<file path="config.mk">
export PLATFORM = sky130hd
export DESIGN_NAME = spd_power_detector
export DESIGN_NICKNAME = d
export VERILOG_FILES = /design/src/logic/spd_pkg.sv /design/src/logic/spd_short_avg.sv /design/src/logic/spd_power_detector.sv
export SDC_FILE = /design/constraint.sdc
export NUM_CORES = 1
export LEC_CHECK = 0
export BUFFER_PORTS_ARGS = -buffer_cell sky130_fd_sc_hd__buf_2
export CAP_MARGIN = 0
export CORE_MARGIN = 5
export CORE_UTILIZATION = 50
export DETAILED_ROUTE_END_ITERATION = 10
export HOLD_SLACK_MARGIN = 0.15
export PLACE_DENSITY = 0.72
export SLEW_MARGIN = 5
export SYNTH_ARGS = -nofsm -noshare
export SYNTH_HDL_FRONTEND = slang
export SYNTH_SLANG_ARGS = --single-unit
</file>
<file path="constraint.sdc">
create_clock -name clk_sys -period 19.6 [get_ports clk_sys]
set_input_delay 0.98 -clock clk_sys [delete_from_list [all_inputs] [get_ports clk_sys]]
set_output_delay 0.98 -clock clk_sys [all_outputs]
set_load 0.05 [all_outputs]
</file>
<file path="src/logic/spd_pkg.sv">
/*
  Shared constants of the short-window power detector: register indices,
  field positions, reset values and the PA clock period factors.
  Assumes an AXI4-Lite register bus with one 32-bit word per register.
*/
package spd_pkg;

  // register indices; byte address is four times the index
  localparam logic [11:0] IDX_PAGE_SELECT      = 12'h008;
  localparam logic [11:0] IDX_RAMP_CONTROL     = 12'h581;
  localparam logic [11:0] IDX_LONG_POWER_HIGH  = 12'h587;
  localparam logic [11:0] IDX_SHORT_THR_LOW    = 12'h588;
  localparam logic [11:0] IDX_SHORT_THR_HIGH   = 12'h589;
  localparam logic [11:0] IDX_SHORT_CONTROL    = 12'h58A;
  localparam logic [11:0] IDX_SHORT_POWER_LOW  = 12'h58B;
  localparam logic [11:0] IDX_SHORT_POWER_HIGH = 12'h58C;
  localparam logic [11:0] IDX_TX_FSM_CONTROL   = 12'h58D;
  localparam logic [11:0] IDX_IRQ_STATUS       = 12'h5A0;
  localparam logic [11:0] IDX_IRQ_CLEAR        = 12'h5A1;
  localparam logic [11:0] IDX_IRQ_ENABLE       = 12'h5A2;

  // field positions
  localparam int POS_DETECT_ON   = 7;
  localparam int POS_RAMP_ON     = 7;
  localparam int POS_FSM_ON      = 0;
  localparam int HIGH_FIELD_BITS = 5;
  localparam int SAMPLE_MSBS     = 6;
  localparam int POWER_BITS      = 13;

  // values after reset
  localparam logic [1:0]  RST_PAGE_SELECT = 2'h1;
  localparam logic        RST_RAMP_ON     = 1'b1;
  localparam logic [12:0] RST_THRESHOLD   = 13'h0000;
  localparam logic        RST_DETECT_ON   = 1'b0;
  localparam logic [1:0]  RST_LENGTH_CODE = 2'h0;
  localparam logic        RST_FSM_ON      = 1'b0;

  // PA clock period factors, in DAC clock periods
  localparam logic [7:0] PA_MAIN_FACTOR = 8'h04;
  localparam logic [7:0] PA_CHAN_FACTOR = 8'h08;
  localparam logic [7:0] PA_BYPASS_PER  = 8'h20;

  localparam logic [1:0] RESP_OKAY   = 2'h0;
  localparam logic [1:0] RESP_SLVERR = 2'h2;

  typedef enum logic [0:0] {
    RD_IDLE = 1'b0,
    RD_DATA = 1'b1
  } spd_rd_state_t;

endpackage : spd_pkg

</file>
<file path="src/logic/spd_short_avg.sv">
/*
  One datapath's short-window power averager: squares the upper bits of
  I and Q once per PA clock tick, averages over 2^code ticks and flags
  an average above the limit.
  Assumes paTick is a one-cycle pulse and samples are two's complement.
*/
`timescale 1ns/100ps
module spd_short_avg
  import spd_pkg::*;
#(
  parameter int SAMPLE_W = 16
) (
  input  wire logic                clk_sys,
  input  wire logic                rst,
  input  wire logic                detectOn,
  input  wire logic [1:0]          lengthCode,
  input  wire logic                paTick,
  input  wire logic [SAMPLE_W-1:0] sampleI,
  input  wire logic [SAMPLE_W-1:0] sampleQ,
  input  wire logic [12:0]         limit,
  output logic      [12:0]         powerValue,
  output logic                     errorPulse
);
  import spd_pkg::*;

  logic signed [5:0] iTop;
  logic signed [5:0] qTop;
  logic        [11:0] instPower;
  logic        [14:0] accReg;
  logic        [14:0] accSum;
  logic        [2:0]  tickCnt;
  logic        [2:0]  lastTick;
  logic        [12:0] avgNext;

  assign iTop = sampleI[SAMPLE_W-1 -: SAMPLE_MSBS];
  assign qTop = sampleQ[SAMPLE_W-1 -: SAMPLE_MSBS];
  assign instPower = 12'(iTop * iTop) + 12'(qTop * qTop);

  assign accSum   = accReg + 15'(instPower);
  assign lastTick = 3'((4'h1 << lengthCode) - 4'h1);
  assign avgNext  = 13'(accSum >> lengthCode);

  always_ff @(posedge clk_sys) begin
    if (rst || !detectOn) begin
      accReg  <= 15'h0000;
      tickCnt <= 3'h0;
    end else if (paTick) begin
      if (tickCnt == lastTick) begin
        accReg  <= 15'h0000;
        tickCnt <= 3'h0;
      end else begin
        accReg  <= accSum;
        tickCnt <= tickCnt + 3'h1;
      end
    end
  end

  always_ff @(posedge clk_sys) begin
    if (rst) begin
      powerValue <= 13'h0000;
    end else if (detectOn && paTick && tickCnt == lastTick) begin
      powerValue <= avgNext;
    end
  end

  always_ff @(posedge clk_sys) begin
    if (rst) begin
      errorPulse <= 1'b0;
    end else begin
      errorPulse <= detectOn && paTick && tickCnt == lastTick
                    && avgNext > limit;
    end
  end

endmodule : spd_short_avg

</file>
<file path="src/logic/spd_power_detector.sv">
/*
  Short-window average power detector for NUM_DAC main datapaths, with
  paged control registers, long-window readback, transmit gate FSM
  enables and a level interrupt, all behind an AXI4-Lite slave.
  Assumes clk_sys stands for the DAC clock and samples arrive on it.
*/
// What this block does
// - power is I squared plus Q squared, six MSBs
// - short average readable as 13 bits, two bytes
// - long power bits 12:8 readable, upper reserved
// - writable 13-bit short limit over two bytes
// - control bit 7 enables averaging and detection
// - window lasts two to the code PA periods
// - PA period from main interpolation, 32 when both interpolations bypass; channel interpolation only picks the factor
// - bit 0 enables transmit gate FSM, reset off
// - page select picks which DACs an access hits
// - short error triggers ramp-down when enabled
`timescale 1ns/100ps
module spd_power_detector
  import spd_pkg::*;
#(
  parameter int NUM_DAC  = 2,
  parameter int SAMPLE_W = 16,
  parameter int ADDR_W   = 16
) (
  input  wire logic                        clk_sys,
  input  wire logic                        rst,
  input  wire logic [ADDR_W-1:0]           s_axi_awaddr,
  input  wire logic                        s_axi_awvalid,
  output logic                             s_axi_awready,
  input  wire logic [31:0]                 s_axi_wdata,
  input  wire logic [3:0]                  s_axi_wstrb,
  input  wire logic                        s_axi_wvalid,
  output logic                             s_axi_wready,
  output logic [1:0]                       s_axi_bresp,
  output logic                             s_axi_bvalid,
  input  wire logic                        s_axi_bready,
  input  wire logic [ADDR_W-1:0]           s_axi_araddr,
  input  wire logic                        s_axi_arvalid,
  output logic                             s_axi_arready,
  output logic [31:0]                      s_axi_rdata,
  output logic [1:0]                       s_axi_rresp,
  output logic                             s_axi_rvalid,
  input  wire logic                        s_axi_rready,
  input  wire logic [NUM_DAC*SAMPLE_W-1:0] sampleI,
  input  wire logic [NUM_DAC*SAMPLE_W-1:0] sampleQ,
  input  wire logic [3:0]                  mainInterp,
  input  wire logic [3:0]                  chanInterp,
  input  wire logic [NUM_DAC*13-1:0]       longWindowPowerValue,
  output logic [NUM_DAC-1:0]               txGateFsmOn,
  output logic [NUM_DAC-1:0]               rampDownReq,
  output logic                             irq
);
  import spd_pkg::*;

  // write channel holding flags
  logic                awHeld_reg;
  logic                wHeld_reg;
  logic [ADDR_W-1:0]   awAddr_reg;
  logic [31:0]         wData_reg;
  logic [3:0]          wStrb_reg;
  logic                bValid_reg;
  logic [1:0]          bResp_reg;
  logic                wrFire;
  logic [11:0]         wrIdx;
  logic                wrLane0;
  logic                wrMapped;

  // read channel
  spd_rd_state_t       rdState_reg;
  logic [31:0]         rData_reg;
  logic [1:0]          rResp_reg;
  logic [11:0]         rdIdx;
  logic [31:0]         rdMux;
  logic                rdMapped;
  logic                rdFire;

  // paged control and status
  logic [1:0]          pageSel_reg;
  logic [12:0]         limit_reg      [NUM_DAC];
  logic                detectOn_reg   [NUM_DAC];
  logic [1:0]          lengthCode_reg [NUM_DAC];
  logic                fsmOn_reg      [NUM_DAC];
  logic                rampOn_reg     [NUM_DAC];
  logic [12:0]         shortPower     [NUM_DAC];
  logic [NUM_DAC-1:0]  shortError;
  logic [NUM_DAC-1:0]  irqStatus_reg;
  logic [NUM_DAC-1:0]  irqEnable_reg;
  logic [NUM_DAC-1:0]  irqClear;
  logic                rdDac;
  logic                rdAny;

  // PA clock tick
  logic [7:0]          paPeriod;
  logic [7:0]          paCnt_reg;
  logic                paTick;

  always_comb begin
    if (mainInterp > 4'h1) begin
      paPeriod = 8'(PA_MAIN_FACTOR * {4'h0, mainInterp});
    end else if (chanInterp > 4'h1) begin
      paPeriod = 8'(PA_CHAN_FACTOR * {4'h0, mainInterp});
    end else begin
      paPeriod = PA_BYPASS_PER;
    end
  end

  assign paTick = (paCnt_reg >= paPeriod - 8'h01);

  always_ff @(posedge clk_sys) begin
    if (rst || paTick) begin
      paCnt_reg <= 8'h00;
    end else begin
      paCnt_reg <= paCnt_reg + 8'h01;
    end
  end

  // one averager per main datapath
  for (genvar g = 0; g < NUM_DAC; g++) begin : gen_dac
    spd_short_avg #(
      .SAMPLE_W (SAMPLE_W)
    ) u_avg (
      .clk_sys    (clk_sys),
      .rst        (rst),
      .detectOn   (detectOn_reg[g]),
      .lengthCode (lengthCode_reg[g]),
      .paTick     (paTick),
      .sampleI    (sampleI[g*SAMPLE_W +: SAMPLE_W]),
      .sampleQ    (sampleQ[g*SAMPLE_W +: SAMPLE_W]),
      .limit      (limit_reg[g]),
      .powerValue (shortPower[g]),
      .errorPulse (shortError[g])
    );
  end

  // AXI write address and data may arrive in either order
  assign s_axi_awready = !awHeld_reg && !bValid_reg;
  assign s_axi_wready  = !wHeld_reg && !bValid_reg;
  assign s_axi_bvalid  = bValid_reg;
  assign s_axi_bresp   = bResp_reg;
  assign wrFire  = awHeld_reg && wHeld_reg && !bValid_reg;
  assign wrIdx   = awAddr_reg[13:2];
  assign wrLane0 = wStrb_reg[0] && wrMapped;

  always_comb begin
    case (wrIdx)
      IDX_PAGE_SELECT, IDX_RAMP_CONTROL, IDX_LONG_POWER_HIGH,
      IDX_SHORT_THR_LOW, IDX_SHORT_THR_HIGH, IDX_SHORT_CONTROL,
      IDX_SHORT_POWER_LOW, IDX_SHORT_POWER_HIGH, IDX_TX_FSM_CONTROL,
      IDX_IRQ_STATUS, IDX_IRQ_CLEAR, IDX_IRQ_ENABLE:
        wrMapped = (awAddr_reg[ADDR_W-1:14] == '0);
      default: wrMapped = 1'b0;
    endcase
  end

  always_ff @(posedge clk_sys) begin
    if (rst) begin
      awHeld_reg <= 1'b0;
      awAddr_reg <= '0;
    end else if (s_axi_awvalid && s_axi_awready) begin
      awHeld_reg <= 1'b1;
      awAddr_reg <= s_axi_awaddr;
    end else if (wrFire) begin
      awHeld_reg <= 1'b0;
    end
  end

  always_ff @(posedge clk_sys) begin
    if (rst) begin
      wHeld_reg <= 1'b0;
      wData_reg <= 32'h0000_0000;
      wStrb_reg <= 4'h0;
    end else if (s_axi_wvalid && s_axi_wready) begin
      wHeld_reg <= 1'b1;
      wData_reg <= s_axi_wdata;
      wStrb_reg <= s_axi_wstrb;
    end else if (wrFire) begin
      wHeld_reg <= 1'b0;
    end
  end

  always_ff @(posedge clk_sys) begin
    if (rst) begin
      bValid_reg <= 1'b0;
      bResp_reg  <= RESP_OKAY;
    end else if (wrFire) begin
      bValid_reg <= 1'b1;
      bResp_reg  <= wrMapped ? RESP_OKAY : RESP_SLVERR;
    end else if (s_axi_bready) begin
      bValid_reg <= 1'b0;
    end
  end

  // page select is not itself paged
  always_ff @(posedge clk_sys) begin
    if (rst) begin
      pageSel_reg <= RST_PAGE_SELECT;
    end else if (wrFire && wrLane0 && wrIdx == IDX_PAGE_SELECT) begin
      pageSel_reg <= wData_reg[1:0];
    end
  end

  // writes reach only the selected datapaths
  always_ff @(posedge clk_sys) begin
    for (int d = 0; d < NUM_DAC; d++) begin
      if (rst) begin
        limit_reg[d]      <= RST_THRESHOLD;
        detectOn_reg[d]   <= RST_DETECT_ON;
        lengthCode_reg[d] <= RST_LENGTH_CODE;
        fsmOn_reg[d]      <= RST_FSM_ON;
        rampOn_reg[d]     <= RST_RAMP_ON;
      end else if (wrFire && wrLane0 && pageSel_reg[d]) begin
        case (wrIdx)
          IDX_SHORT_THR_LOW: begin
            limit_reg[d][7:0] <= wData_reg[7:0];
          end
          IDX_SHORT_THR_HIGH: begin
            limit_reg[d][12:8] <= wData_reg[HIGH_FIELD_BITS-1:0];
          end
          IDX_SHORT_CONTROL: begin
            detectOn_reg[d]   <= wData_reg[POS_DETECT_ON];
            lengthCode_reg[d] <= wData_reg[1:0];
          end
          IDX_TX_FSM_CONTROL: begin
            fsmOn_reg[d] <= wData_reg[POS_FSM_ON];
          end
          IDX_RAMP_CONTROL: begin
            rampOn_reg[d] <= wData_reg[POS_RAMP_ON];
          end
          default: begin
          end
        endcase
      end
    end
  end

  always_comb begin
    for (int d = 0; d < NUM_DAC; d++) begin
      txGateFsmOn[d] = fsmOn_reg[d];
    end
  end

  // error drives ramp-down only when enabled
  always_ff @(posedge clk_sys) begin
    for (int d = 0; d < NUM_DAC; d++) begin
      if (rst) begin
        rampDownReq[d] <= 1'b0;
      end else begin
        rampDownReq[d] <= shortError[d] && rampOn_reg[d];
      end
    end
  end

  // clear register is write-only, one bit per datapath
  assign irqClear = (wrFire && wrLane0 && wrIdx == IDX_IRQ_CLEAR)
                    ? wData_reg[NUM_DAC-1:0] : '0;

  // sticky error; a new event beats a clear
  always_ff @(posedge clk_sys) begin
    if (rst) begin
      irqStatus_reg <= '0;
    end else begin
      irqStatus_reg <= (irqStatus_reg & ~irqClear) | shortError;
    end
  end

  always_ff @(posedge clk_sys) begin
    if (rst) begin
      irqEnable_reg <= '0;
    end else if (wrFire && wrLane0 && wrIdx == IDX_IRQ_ENABLE) begin
      irqEnable_reg <= wData_reg[NUM_DAC-1:0];
    end
  end

  always_ff @(posedge clk_sys) begin
    if (rst) begin
      irq <= 1'b0;
    end else begin
      irq <= |(irqStatus_reg & irqEnable_reg);
    end
  end

  // reads return the lowest selected datapath
  always_comb begin
    rdDac = 1'b0;
    rdAny = 1'b0;
    for (int d = NUM_DAC - 1; d >= 0; d--) begin
      if (pageSel_reg[d]) begin
        rdDac = 1'(d);
        rdAny = 1'b1;
      end
    end
  end

  assign rdIdx = s_axi_araddr[13:2];

  always_comb begin
    rdMux    = 32'h0000_0000;
    rdMapped = (s_axi_araddr[ADDR_W-1:14] == '0);
    case (rdIdx)
      IDX_PAGE_SELECT:    rdMux[1:0] = pageSel_reg;
      IDX_RAMP_CONTROL:   rdMux[POS_RAMP_ON] = rdAny && rampOn_reg[rdDac];
      // long power upper bits, reserved read zero
      IDX_LONG_POWER_HIGH: begin
        if (rdAny) begin
          rdMux[4:0] = longWindowPowerValue[rdDac*13+8 +: 5];
        end
      end
      IDX_SHORT_THR_LOW:  if (rdAny) rdMux[7:0] = limit_reg[rdDac][7:0];
      IDX_SHORT_THR_HIGH: if (rdAny) rdMux[4:0] = limit_reg[rdDac][12:8];
      IDX_SHORT_CONTROL: begin
        if (rdAny) begin
          rdMux[POS_DETECT_ON] = detectOn_reg[rdDac];
          rdMux[1:0]           = lengthCode_reg[rdDac];
        end
      end
      IDX_SHORT_POWER_LOW:  if (rdAny) rdMux[7:0] = shortPower[rdDac][7:0];
      IDX_SHORT_POWER_HIGH: if (rdAny) rdMux[4:0] = shortPower[rdDac][12:8];
      IDX_TX_FSM_CONTROL: rdMux[POS_FSM_ON] = rdAny && fsmOn_reg[rdDac];
      IDX_IRQ_STATUS:     rdMux[NUM_DAC-1:0] = irqStatus_reg;
      IDX_IRQ_CLEAR:      rdMux = 32'h0000_0000;
      IDX_IRQ_ENABLE:     rdMux[NUM_DAC-1:0] = irqEnable_reg;
      default:            rdMapped = 1'b0;
    endcase
  end

  // read data registered; one read in flight
  assign s_axi_arready = (rdState_reg == RD_IDLE);
  assign s_axi_rvalid  = (rdState_reg == RD_DATA);
  assign s_axi_rdata   = rData_reg;
  assign s_axi_rresp   = rResp_reg;
  assign rdFire        = s_axi_arvalid && s_axi_arready;

  always_ff @(posedge clk_sys) begin
    if (rst) begin
      rdState_reg <= RD_IDLE;
      rData_reg   <= 32'h0000_0000;
      rResp_reg   <= RESP_OKAY;
    end else begin
      case (rdState_reg)
        RD_IDLE: begin
          if (rdFire) begin
            rdState_reg <= RD_DATA;
            rData_reg   <= rdMapped ? rdMux : 32'h0000_0000;
            rResp_reg   <= rdMapped ? RESP_OKAY : RESP_SLVERR;
          end
        end
        RD_DATA: begin
          if (s_axi_rready) begin
            rdState_reg <= RD_IDLE;
          end
        end
        default: begin
          rdState_reg <= RD_IDLE;
        end
      endcase
    end
  end

endmodule : spd_power_detector

</file>
After elaboration in Yosys (flattened, before gate mapping)
Memory sizes are Yosys's and may differ from the RTL's.
Cells that the tools add are included.
{"block": "word_totals", "memories": 5, "wordCells": 228, "romBits": 0, "reg_bits": 146, "output_inout_bits": 46, "mem_bits_rw": 36, "latch_bits": 0}
{"name": "limit_reg", "depth": 2, "width": 13, "rd": 3, "rd_ports_with_merged_regs": 0, "wr": 2, "line_no": "spd_power_detector.sv:80", "text": "logic [12:0] limit_reg [NUM_DAC];"}
{"name": "lengthCode_reg", "depth": 2, "width": 2, "rd": 3, "rd_ports_with_merged_regs": 0, "wr": 2, "line_no": "spd_power_detector.sv:82", "text": "logic [1:0] lengthCode_reg [NUM_DAC];"}
{"name": "detectOn_reg", "depth": 2, "width": 1, "rd": 3, "rd_ports_with_merged_regs": 0, "wr": 2, "line_no": "spd_power_detector.sv:81", "text": "logic detectOn_reg [NUM_DAC];"}
{"name": "fsmOn_reg", "depth": 2, "width": 1, "rd": 3, "rd_ports_with_merged_regs": 0, "wr": 2, "line_no": "spd_power_detector.sv:83", "text": "logic fsmOn_reg [NUM_DAC];"}
{"name": "rampOn_reg", "depth": 2, "width": 1, "rd": 3, "rd_ports_with_merged_regs": 0, "wr": 2, "line_no": "spd_power_detector.sv:84", "text": "logic rampOn_reg [NUM_DAC];"}
{"block": "op_classes", "n_div": 0, "n_bitwise": 18, "addsub": 11, "eq_ne": 26, "n_mux": 87, "n_reduce_logical": 41, "n_mul": 5, "n_lt_le_gt_ge": 6, "n_shift": 5}
{"op": "$eq A12 B11 Y1 const B", "n": 22}
{"op": "$mux W1", "n": 56}
{"op": "$mul A6 B6 Y12", "n": 4}
{"op": "$mux W8", "n": 6}
{"op": "$mux W13", "n": 3}
{"op": "$add A15 B12 Y15", "n": 2}
{"op": "$mux W15", "n": 2}
{"op": "$shr A15 B2 Y13", "n": 2}
{"op": "$gt A13 B13 Y1", "n": 2}
{"op": "$shiftx A26 B7 Y5", "n": 1}
{"op": "$mux W5", "n": 5}
{"op": "$add A12 B12 Y12", "n": 2}
{"op": "$eq A12 B4 Y1 const B", "n": 2}
{"op": "$logic_and A1 B1 Y1", "n": 24}
{"op": "$reduce_or A12 Y1", "n": 2}
{"op": "$pmux W3 S5", "n": 1}
{"op": "$mux W2", "n": 6}
{"op": "$or A1 B1 Y1", "n": 12}
{"op": "$pmux W1 S10", "n": 1}
{"op": "$pmux W1 S9", "n": 1}
{"op": "$add A8 B1 Y8 const B", "n": 1}
{"op": "$ge A8 B8 Y1", "n": 1}
{"op": "$gt A4 B1 Y1 const B", "n": 2}
{"op": "$sub A8 B1 Y8 const B", "n": 1}
{"op": "23 further kinds", "n": 38}

Depth between registers and ports, before layout
Gate-level depths: netlist (run 1).
{"block": "depth", "depth_word": 10, "depth_mapped": 37, "depth_no_buf": 37}

Cells and area by module
From an unflattened synthesis (run 1), not the netlist that was laid out.
{"block": "hier_totals", "cells_unflattened": 1667, "hier_area_um2": 14810.5}
{"mod": "spd_short_avg at gen_dac[0].u_avg", "seq_area_each_um2": 640.6, "area_per_inst_um2": 4968.5, "n_inst": 1, "cells_per_inst": 571}
{"mod": "spd_short_avg at gen_dac[1].u_avg", "seq_area_each_um2": 640.6, "area_per_inst_um2": 4938.5, "n_inst": 1, "cells_per_inst": 559}
{"mod": "spd_power_detector", "seq_area_each_um2": 2152.1, "area_per_inst_um2": 4903.5, "n_inst": 1, "cells_per_inst": 537}

Worst setup path after synthesis (run 1)
No wires, ideal clock.
{"block": "synth_path", "kind": "input -> register", "start": "input port sampleI[15]", "end": "register gen_dac[0].u_avg.errorPulse", "required_time_ns": 19.479, "path_slack_ns": 11.313, "arrival_ns": 8.165, "path_stages": 31, "path_cell_list": "clkbuf_1 -> nand2b_1 -> fa_1 -> inv_1 -> fa_1 -> inv_1 -> fa_1 -> fa_1 -> inv_1 -> fa_1 -> fa_1 -> ha_1 -> inv_1 -> fa_1 -> inv_1 -> a21oi_1 -> o21bai_1 -> xor2_1 -> ha_1 -> a21oi_1 -> o21ai_0 -> a211oi_2 -> a21oi_2 -> xnor2_1 -> or3b_2 -> and3_1 -> ha_1 -> nand4_1 -> or4_1 -> o2111ai_1 -> a21oi_1"}
{"block": "synth_via", "elab_chain_cells": 6}
{"element": "start, declared", "line_no": "spd_power_detector.sv:45", "text": "input wire logic [NUM_DAC*SAMPLE_W-1:0] sampleI,"}
{"element": "$mul A6 B6 Y12", "line_no": "spd_short_avg.sv:37", "text": "assign instPower = 12'(iTop * iTop) + 12'(qTop * qTop);"}
{"element": "$add A12 B12 Y12", "line_no": "spd_short_avg.sv:37"}
{"element": "$add A15 B12 Y15", "line_no": "spd_short_avg.sv:39", "text": "assign accSum = accReg + 15'(instPower);"}
{"element": "$shr A15 B2 Y13", "line_no": "spd_short_avg.sv:41", "text": "assign avgNext = 13'(accSum >> lengthCode);"}
{"element": "via gen_dac[0].u_avg.avgNext[10]", "line_no": "spd_short_avg.sv:33", "text": "logic [12:0] avgNext;"}
{"element": "$gt A13 B13 Y1", "line_no": "spd_short_avg.sv:71", "text": "&& avgNext > limit;"}
{"element": "$logic_and A1 B1 Y1", "line_no": "spd_short_avg.sv:71"}
{"element": "end signal, assigned", "line_no": "spd_short_avg.sv:70", "text": "errorPulse <= detectOn && paTick && tickCnt == lastTick"}
{"element": "end, declared", "line_no": "spd_short_avg.sv:22", "text": "output logic errorPulse"}
The timed path passes the listed nets, and every way through them passes these cells.
A chain may end at the register's enable or synchronous reset.

Worst setup path in the final report (run 1)
{"block": "layout_path", "start": "input port sampleQ[31]", "end": "register gen_dac[1].u_avg.errorPulse"}
{"block": "layout_via", "elab_chain_cells": 6}
{"element": "start, declared", "line_no": "spd_power_detector.sv:46", "text": "input wire logic [NUM_DAC*SAMPLE_W-1:0] sampleQ,"}
{"element": "$mul A6 B6 Y12", "line_no": "spd_short_avg.sv:37"}
{"element": "$add A12 B12 Y12", "line_no": "spd_short_avg.sv:37"}
{"element": "$add A15 B12 Y15", "line_no": "spd_short_avg.sv:39"}
{"element": "$shr A15 B2 Y13", "line_no": "spd_short_avg.sv:41"}
{"element": "via gen_dac[1].u_avg.avgNext[10]", "line_no": "spd_short_avg.sv:33"}
{"element": "$gt A13 B13 Y1", "line_no": "spd_short_avg.sv:71"}
{"element": "$logic_and A1 B1 Y1", "line_no": "spd_short_avg.sv:71"}
{"element": "end signal, assigned", "line_no": "spd_short_avg.sv:70"}
{"element": "end, declared", "line_no": "spd_short_avg.sv:22"}
The timed path passes the listed nets, and every way through them passes these cells.

==> impl_metrics.toml, run 1 <==
[logic_synthesis]
synth_top_family_by_area = "adder cells"
synth_most_common_cell = "inv_1"
synth_edf_count = 35
synth_ff_type = "dfxtp_1"
syn_area_um2 = 14140
synth_compound_area_share_pct = 15.08
ys_seq_area_share_pct = 24.27
netlist_instances = 1621
muxShareOfSynthArea_pct = 2.645
yosysUniqueCellTypes = 85
synth_xor_area_share_pct = 4.149
yosysWarnings = 0
yosys.area.top_type_share_pct = 16.84
synth_simple_gate_area_share_pct = 18.37
ys_top_cells_by_count = "inv_1, nand2_1, nor2_1"
yosysTopAreaCell = "dfxtp_1"
synth_fa_ha_area_share_pct = 27.69
synth_area_leaders = "dfxtp_1, fa_1, ha_1"
async_flop_share_pct = 0
ys_ff_latch = 154
syn_area_per_cell_um2 = 8.725

[critical_path]
worstPathArrival_ps = 9110
reg2reg_from = "gen_dac[1].u_avg.accReg[0]"
r2r_cells = 16
crit_path_start = "sampleQ[31]"
end_kind = "register"
start_kind = "primary input"
path_max_fanout = 8
critPathSlowestCell = "a2111oi_0"
path_common_cell = "inv_1"
cpPeakStageDelay_ps = 640
crit_required_ps = 19870
path_class = "primary input to register"

[clock_network]
clk_pin_slew_ps = 70
clock_latency_ps = 440
clockBufferDepth = 2
cts_resized = 0
cts_root_buffer = "clkbuf_16"
ctsHoldBuffers = 0
tritoncts = "yes"
cts_buffers = 17
htree_num_levels = 4
post_cts_buffers = 0
cts.sinks = 154

[job]
max-cap-violations = 0

[sta]
finalSetupViolations = 0
hold_viol = 0
grt_setup_unrepaired = "no"
tightest_slew_ps = 1128
fin_crit_ps = 8842
fin_crit_sh_pct = 45.11
slew_viol_final = 0
fin_tns_setup_ps = 0
relSlewSlack_pct = 24.71
finClkSkew_ps = 11.14
fmax_mhz = 113.1

[floorplanning]
die_x_um = 178.2
start_util_pct = 50.77
die_h_um = 178.2
die_area_um2 = 31750
ios = 219
core_area_um2 = 27860
std_cell_rows = 61

[drt]
wirelength_mm = 32.33
vias = 11480
avgViaCountPerCell = 5.516
antenna_left = 0
drcViolationCount = 0
drt_iter0_drc = 732
avgRoutedWirePerCell_um = 15.53
first_pass_iters = 5

[global_route]
grtUsageTotal_pct = 20.78
grt_overflow = 0
grt_max_degree = 71
antenna_found_initial = 1
grt_pass1_vias = 11340
grt_pass1_wl_mm = 53.97

[layout]
fin_area_um2 = 15480
diodes = 0
syn_to_final_growth_pct = 9.457
largest_reg_flops = 30
final_net_count = 2108
fin_cells = 2082
nFillCells = 2545
drive_above_1_share_pct = 10.92

[pwr]
p_leak_nw = 6.733
cellPowerDensity_nw_per_um2 = 197.1
ir_worst_vdd_mv = 0.1691

[worst_hold_path]
hp-class = "register to register"
holdPathStages = 2
hp-start = "s_axi_rdata[7]"

[placed_design]
place_congestion = 0.9237
dpl.cell_count = 2050
port_buffers = 104
dp_hpwl_mm = 25.55
placed_cell_area_um2 = 14870

[status]
status = "completed"
-- worst paths after layout --
kind	endpoint	slack (ps)
max	gen_dac[1].u_avg.errorPulse	10760
min	s_axi_rdata[7]	450
max reg2reg	gen_dac[1].u_avg.errorPulse	15180
min reg2reg	s_axi_rdata[7]	450
-- metrics by stage --
stage               power, mW  setup WS, ps  hold slack (ps)  util [%]
finish                  3.051         10760            451.5     55.57
global route            3.384         10200            470.6     55.57
CTS                     3.051         10720            457.0     55.57
detailed placement      2.660         10280            446.3     53.37
global placement        2.602         10420            437.7     53.37
floorplan               2.209         11310            425.8         -
-- where the power goes --
part,internal [mW],switching (mW)
Sequential,0.331,0.00796
Combinational,0.998,1.37
Clock,0.180,0.161
Total,1.51,1.54
-- area by class of cell --
type | count | area (µm²) | share of cell area [%]
inverter | 177 | 664.4 | 4.292
clock inverter | 14 | 162.7 | 1.051
tap | 378 | 473.0 | 3.055
sequential | 154 | 3433 | 22.18
timing repair buffer | 111 | 573.1 | 3.702
clock buffer | 18 | 450.4 | 2.910
multi-input combinational | 1230 | 9724 | 62.81
-- cell usage in the layout, fill, tap and decap left out, types with 8 or more instances in the layout --
master	Yosys	final
inv_1	177	177
nand2_1	170	170
nor2_1	146	146
ha_1	129	129
dfxtp_1	119	119
a21oi_1	117	117
fa_1	115	115
buf_2	5	104
xnor2_1	57	57
and2_1	49	49
o21ai_0	48	48
nand3_1	37	37
edfxtp_1	35	35
a22oi_1	34	34
nor3_1	31	31
conb_1	1	26
mux2i_1	25	25
nand2b_1	20	20
clkbuf_16	0	18
nor2b_1	15	15
a21o_1	14	14
a211oi_1	12	12
o211ai_1	11	11
o22ai_1	11	11
and3_1	11	11
xor2_1	10	10
o21bai_1	8	8
a22o_1	8	8
-- metal layers --
layer	track usage [%]	wire length [µm]
met4	6.684	788
met5	0	13
met3	2.904	1687
met2	35.53	15610
met1	27.30	14230
-- cells by family (layout without fill, tap and decap cells) --
family                     count (synthesis)  in the layout
AOI/OAI and AO/OA                        322            322
other                                      1             26
muxes                                     34             34
xor gates and xnor gates                  67             67
buffers and inverters                    262            320
DFF                                      154            154
and+or+nand+nor                          537            537
adders and majority gates                244            244
-- worst max-delay path, delay by kind of cell --
family,cells,cell delay [ps]
xor+xnor,2,270
simple gates,6,940
compound gates,10,2100
fa+ha+maj,10,4070
buf+inv,10,710
Note: power is estimated with default switching activity, not from simulation.
==> inputs of run 2 (changes only) <==
==> constraint.sdc (replaced) <==
create_clock -name clk_sys -period 8.71 [get_ports clk_sys]
set_input_delay 0.4355 -clock clk_sys [delete_from_list [all_inputs] [get_ports clk_sys]]
set_output_delay 0.4355 -clock clk_sys [all_outputs]
set_load 0.05 [all_outputs]
==> run 2 against run 1 <==
  * Routed wire length rose by 1.2%
  * Clock power rose by 110%
  * Total power rose by 120%
  * Global-route usage rose by 0.33 points
  * Cell count rose by 0.14%
  * Hold slack got worse by 260 ps
  * Critical path depth did not move
  * Non-clock buffer count rose by 3
  * Register-to-register slack got worse by 11000 ps
  * Sequential share of layout area rose by 0.061 points
  * Clock-buffer cell count rose by 1
  * Critical endpoint unchanged
==> impl_metrics.toml, run 2 (synthesized netlist as in run 1, its figures left out) <==
[status]
status = "completed"

[critical_path]
path_common_cell = "inv_1"
crit_required_ps = 8970
cpPeakStageDelay_ps = 530
start_kind = "primary input"
worstPathArrival_ps = 8370
path_class = "primary input to register"
path_max_fanout = 8
end_kind = "register"
critPathSlowestCell = "fa_1"

[drt]
avgRoutedWirePerCell_um = 15.69
antenna_left = 0
drt_iter0_drc = 796
vias = 11470
first_pass_iters = 5
wirelength_mm = 32.71
avgViaCountPerCell = 5.503
drcViolationCount = 0

[floorplanning]
std_cell_rows = 61
die_x_um = 178.2
ios = 219
die_h_um = 178.2
core_area_um2 = 27860
start_util_pct = 50.77
die_area_um2 = 31750

[layout]
fin_util_pct = 55.42
seqCellArea_um2 = 3433
multi_input_area_um2 = 9724
final_net_count = 2111
final_common_cell = "inv_1"
nFillCells = 2550
fin_area_um2 = 15440
syn_to_final_growth_pct = 9.156
largest_reg_flops = 30
diodes = 0
drive_above_1_share_pct = 10.95
final_cell_mix = "inv_1, nand2_1, nor2_1"

[sta]
finalSetupViolations = 0
fin_crit_ps = 8106
tightest_slew_ps = 1104
fin_tns_setup_ps = 0
hold_viol = 0
fin_crit_sh_pct = 93.07
finClkSkew_ps = 10.40
grt_setup_unrepaired = "no"
slew_viol_final = 0
relSlewSlack_pct = 26.29
fmax_mhz = 123.4

[clock_network]
cts.sinks = 154
post_cts_buffers = 0
cts_resized = 0
ctsHoldBuffers = 0
clock_latency_ps = 430
tritoncts = "yes"
cts_buffers = 17
htree_num_levels = 4
cts_root_buffer = "clkbuf_16"
clk_pin_slew_ps = 70
clockBufferDepth = 2

[global_route]
grt_overflow = 0
grt_pass1_vias = 11440
grtUsageTotal_pct = 21.10
antenna_found_initial = 1
grt_pass1_wl_mm = 55.12
grt_max_degree = 71

[placed_design]
dp_hpwl_mm = 25.78
port_buffers = 104
place_congestion = 0.9168
placed_cell_area_um2 = 14890

[worst_hold_path]
hp-class = "primary input to register"

[pwr]
pwr-share-seq_pct = 11.3
p_sw_mw = 3.396
ir_worst_vdd_mv = 0.3999
p_comb_share_pct = 78.3
power_frac_clock_pct = 10.4
cellPowerDensity_nw_per_um2 = 438.5
swShare_pct = 50.17
p_leak_nw = 6.715
p_int_mw = 3.373

[job]
max-cap-violations = 0
run 2: cell types whose count changed in the layout (fill, tap and decap cells not counted), sizes merged:
cell | before | now
clkbuf | 18 | 19
buf | 111 | 114
clkinvlp | 0 | 2
inv | 187 | 186
clkinv | 4 | 2
run 2: layout make-up:
type | count | share of cell area (%)
Tap cell | 378 | 3.063
Sequential cell | 154 | 22.24
Clock inverter | 13 | 0.6808
Inverter | 177 | 4.303
Clock buffer | 19 | 2.869
Timing Repair Buffer | 114 | 3.858
Multi-Input combinational cell | 1230 | 62.99
run 2: worst paths after layout:
path	start	to	slack [ps]	cells past startpoint
setup reg to reg	gen_dac[1].u_avg.accReg[0]	gen_dac[1].u_avg.errorPulse	4470	16
hold / removal	s_axi_rready	s_axi_rvalid	190	2
setup / recovery	sampleQ[31]	gen_dac[1].u_avg.errorPulse	600	38
hold reg to reg	s_axi_rdata[2]	s_axi_rdata[2]	450	2
run 2: power groups by stage:
stage / sequential, mW / clock [mW] / combinational [mW]
after global routing: 0.766 / 0.755 / 5.97
after detailed placement: 0.779 / 0 / 5.21
after global placement: 0.779 / 0 / 5.06
after CTS: 0.763 / 0.718 / 5.28
after floorplan: 0.776 / 0 / 4.20
final: 0.764 / 0.707 / 5.30
run 2: worst max-delay path, delay by kind of cell:
kind            cells  cell delay (ps)
buf+inv            10              720
simple gates        6              920
fa+ha+maj          10             4090
compound gates     10             1940
xor+xnor            2              250
run 2: stage by stage:
step	power [mW]	worst slack (ps)	instances	hold WS, ps
after floorplan	4.971	967.7	1646	425.8
after global placement	5.841	186.4	2053	436.5
after detailed placement	5.991	175.8	2053	444.2
after CTS	6.761	571.5	2085	178.4
after global routing	7.488	85.14	2085	176.8
final	6.770	603.8	2085	192.5
run 2: routing by layer:
layer	track usage (%)	routed length (µm)	part of all wire (%)
met1	28.00	14510	44
met2	36.06	15890	49
met3	3.031	1444	4.4
met4	6.012	856	2.6
met5	0	13	0.040
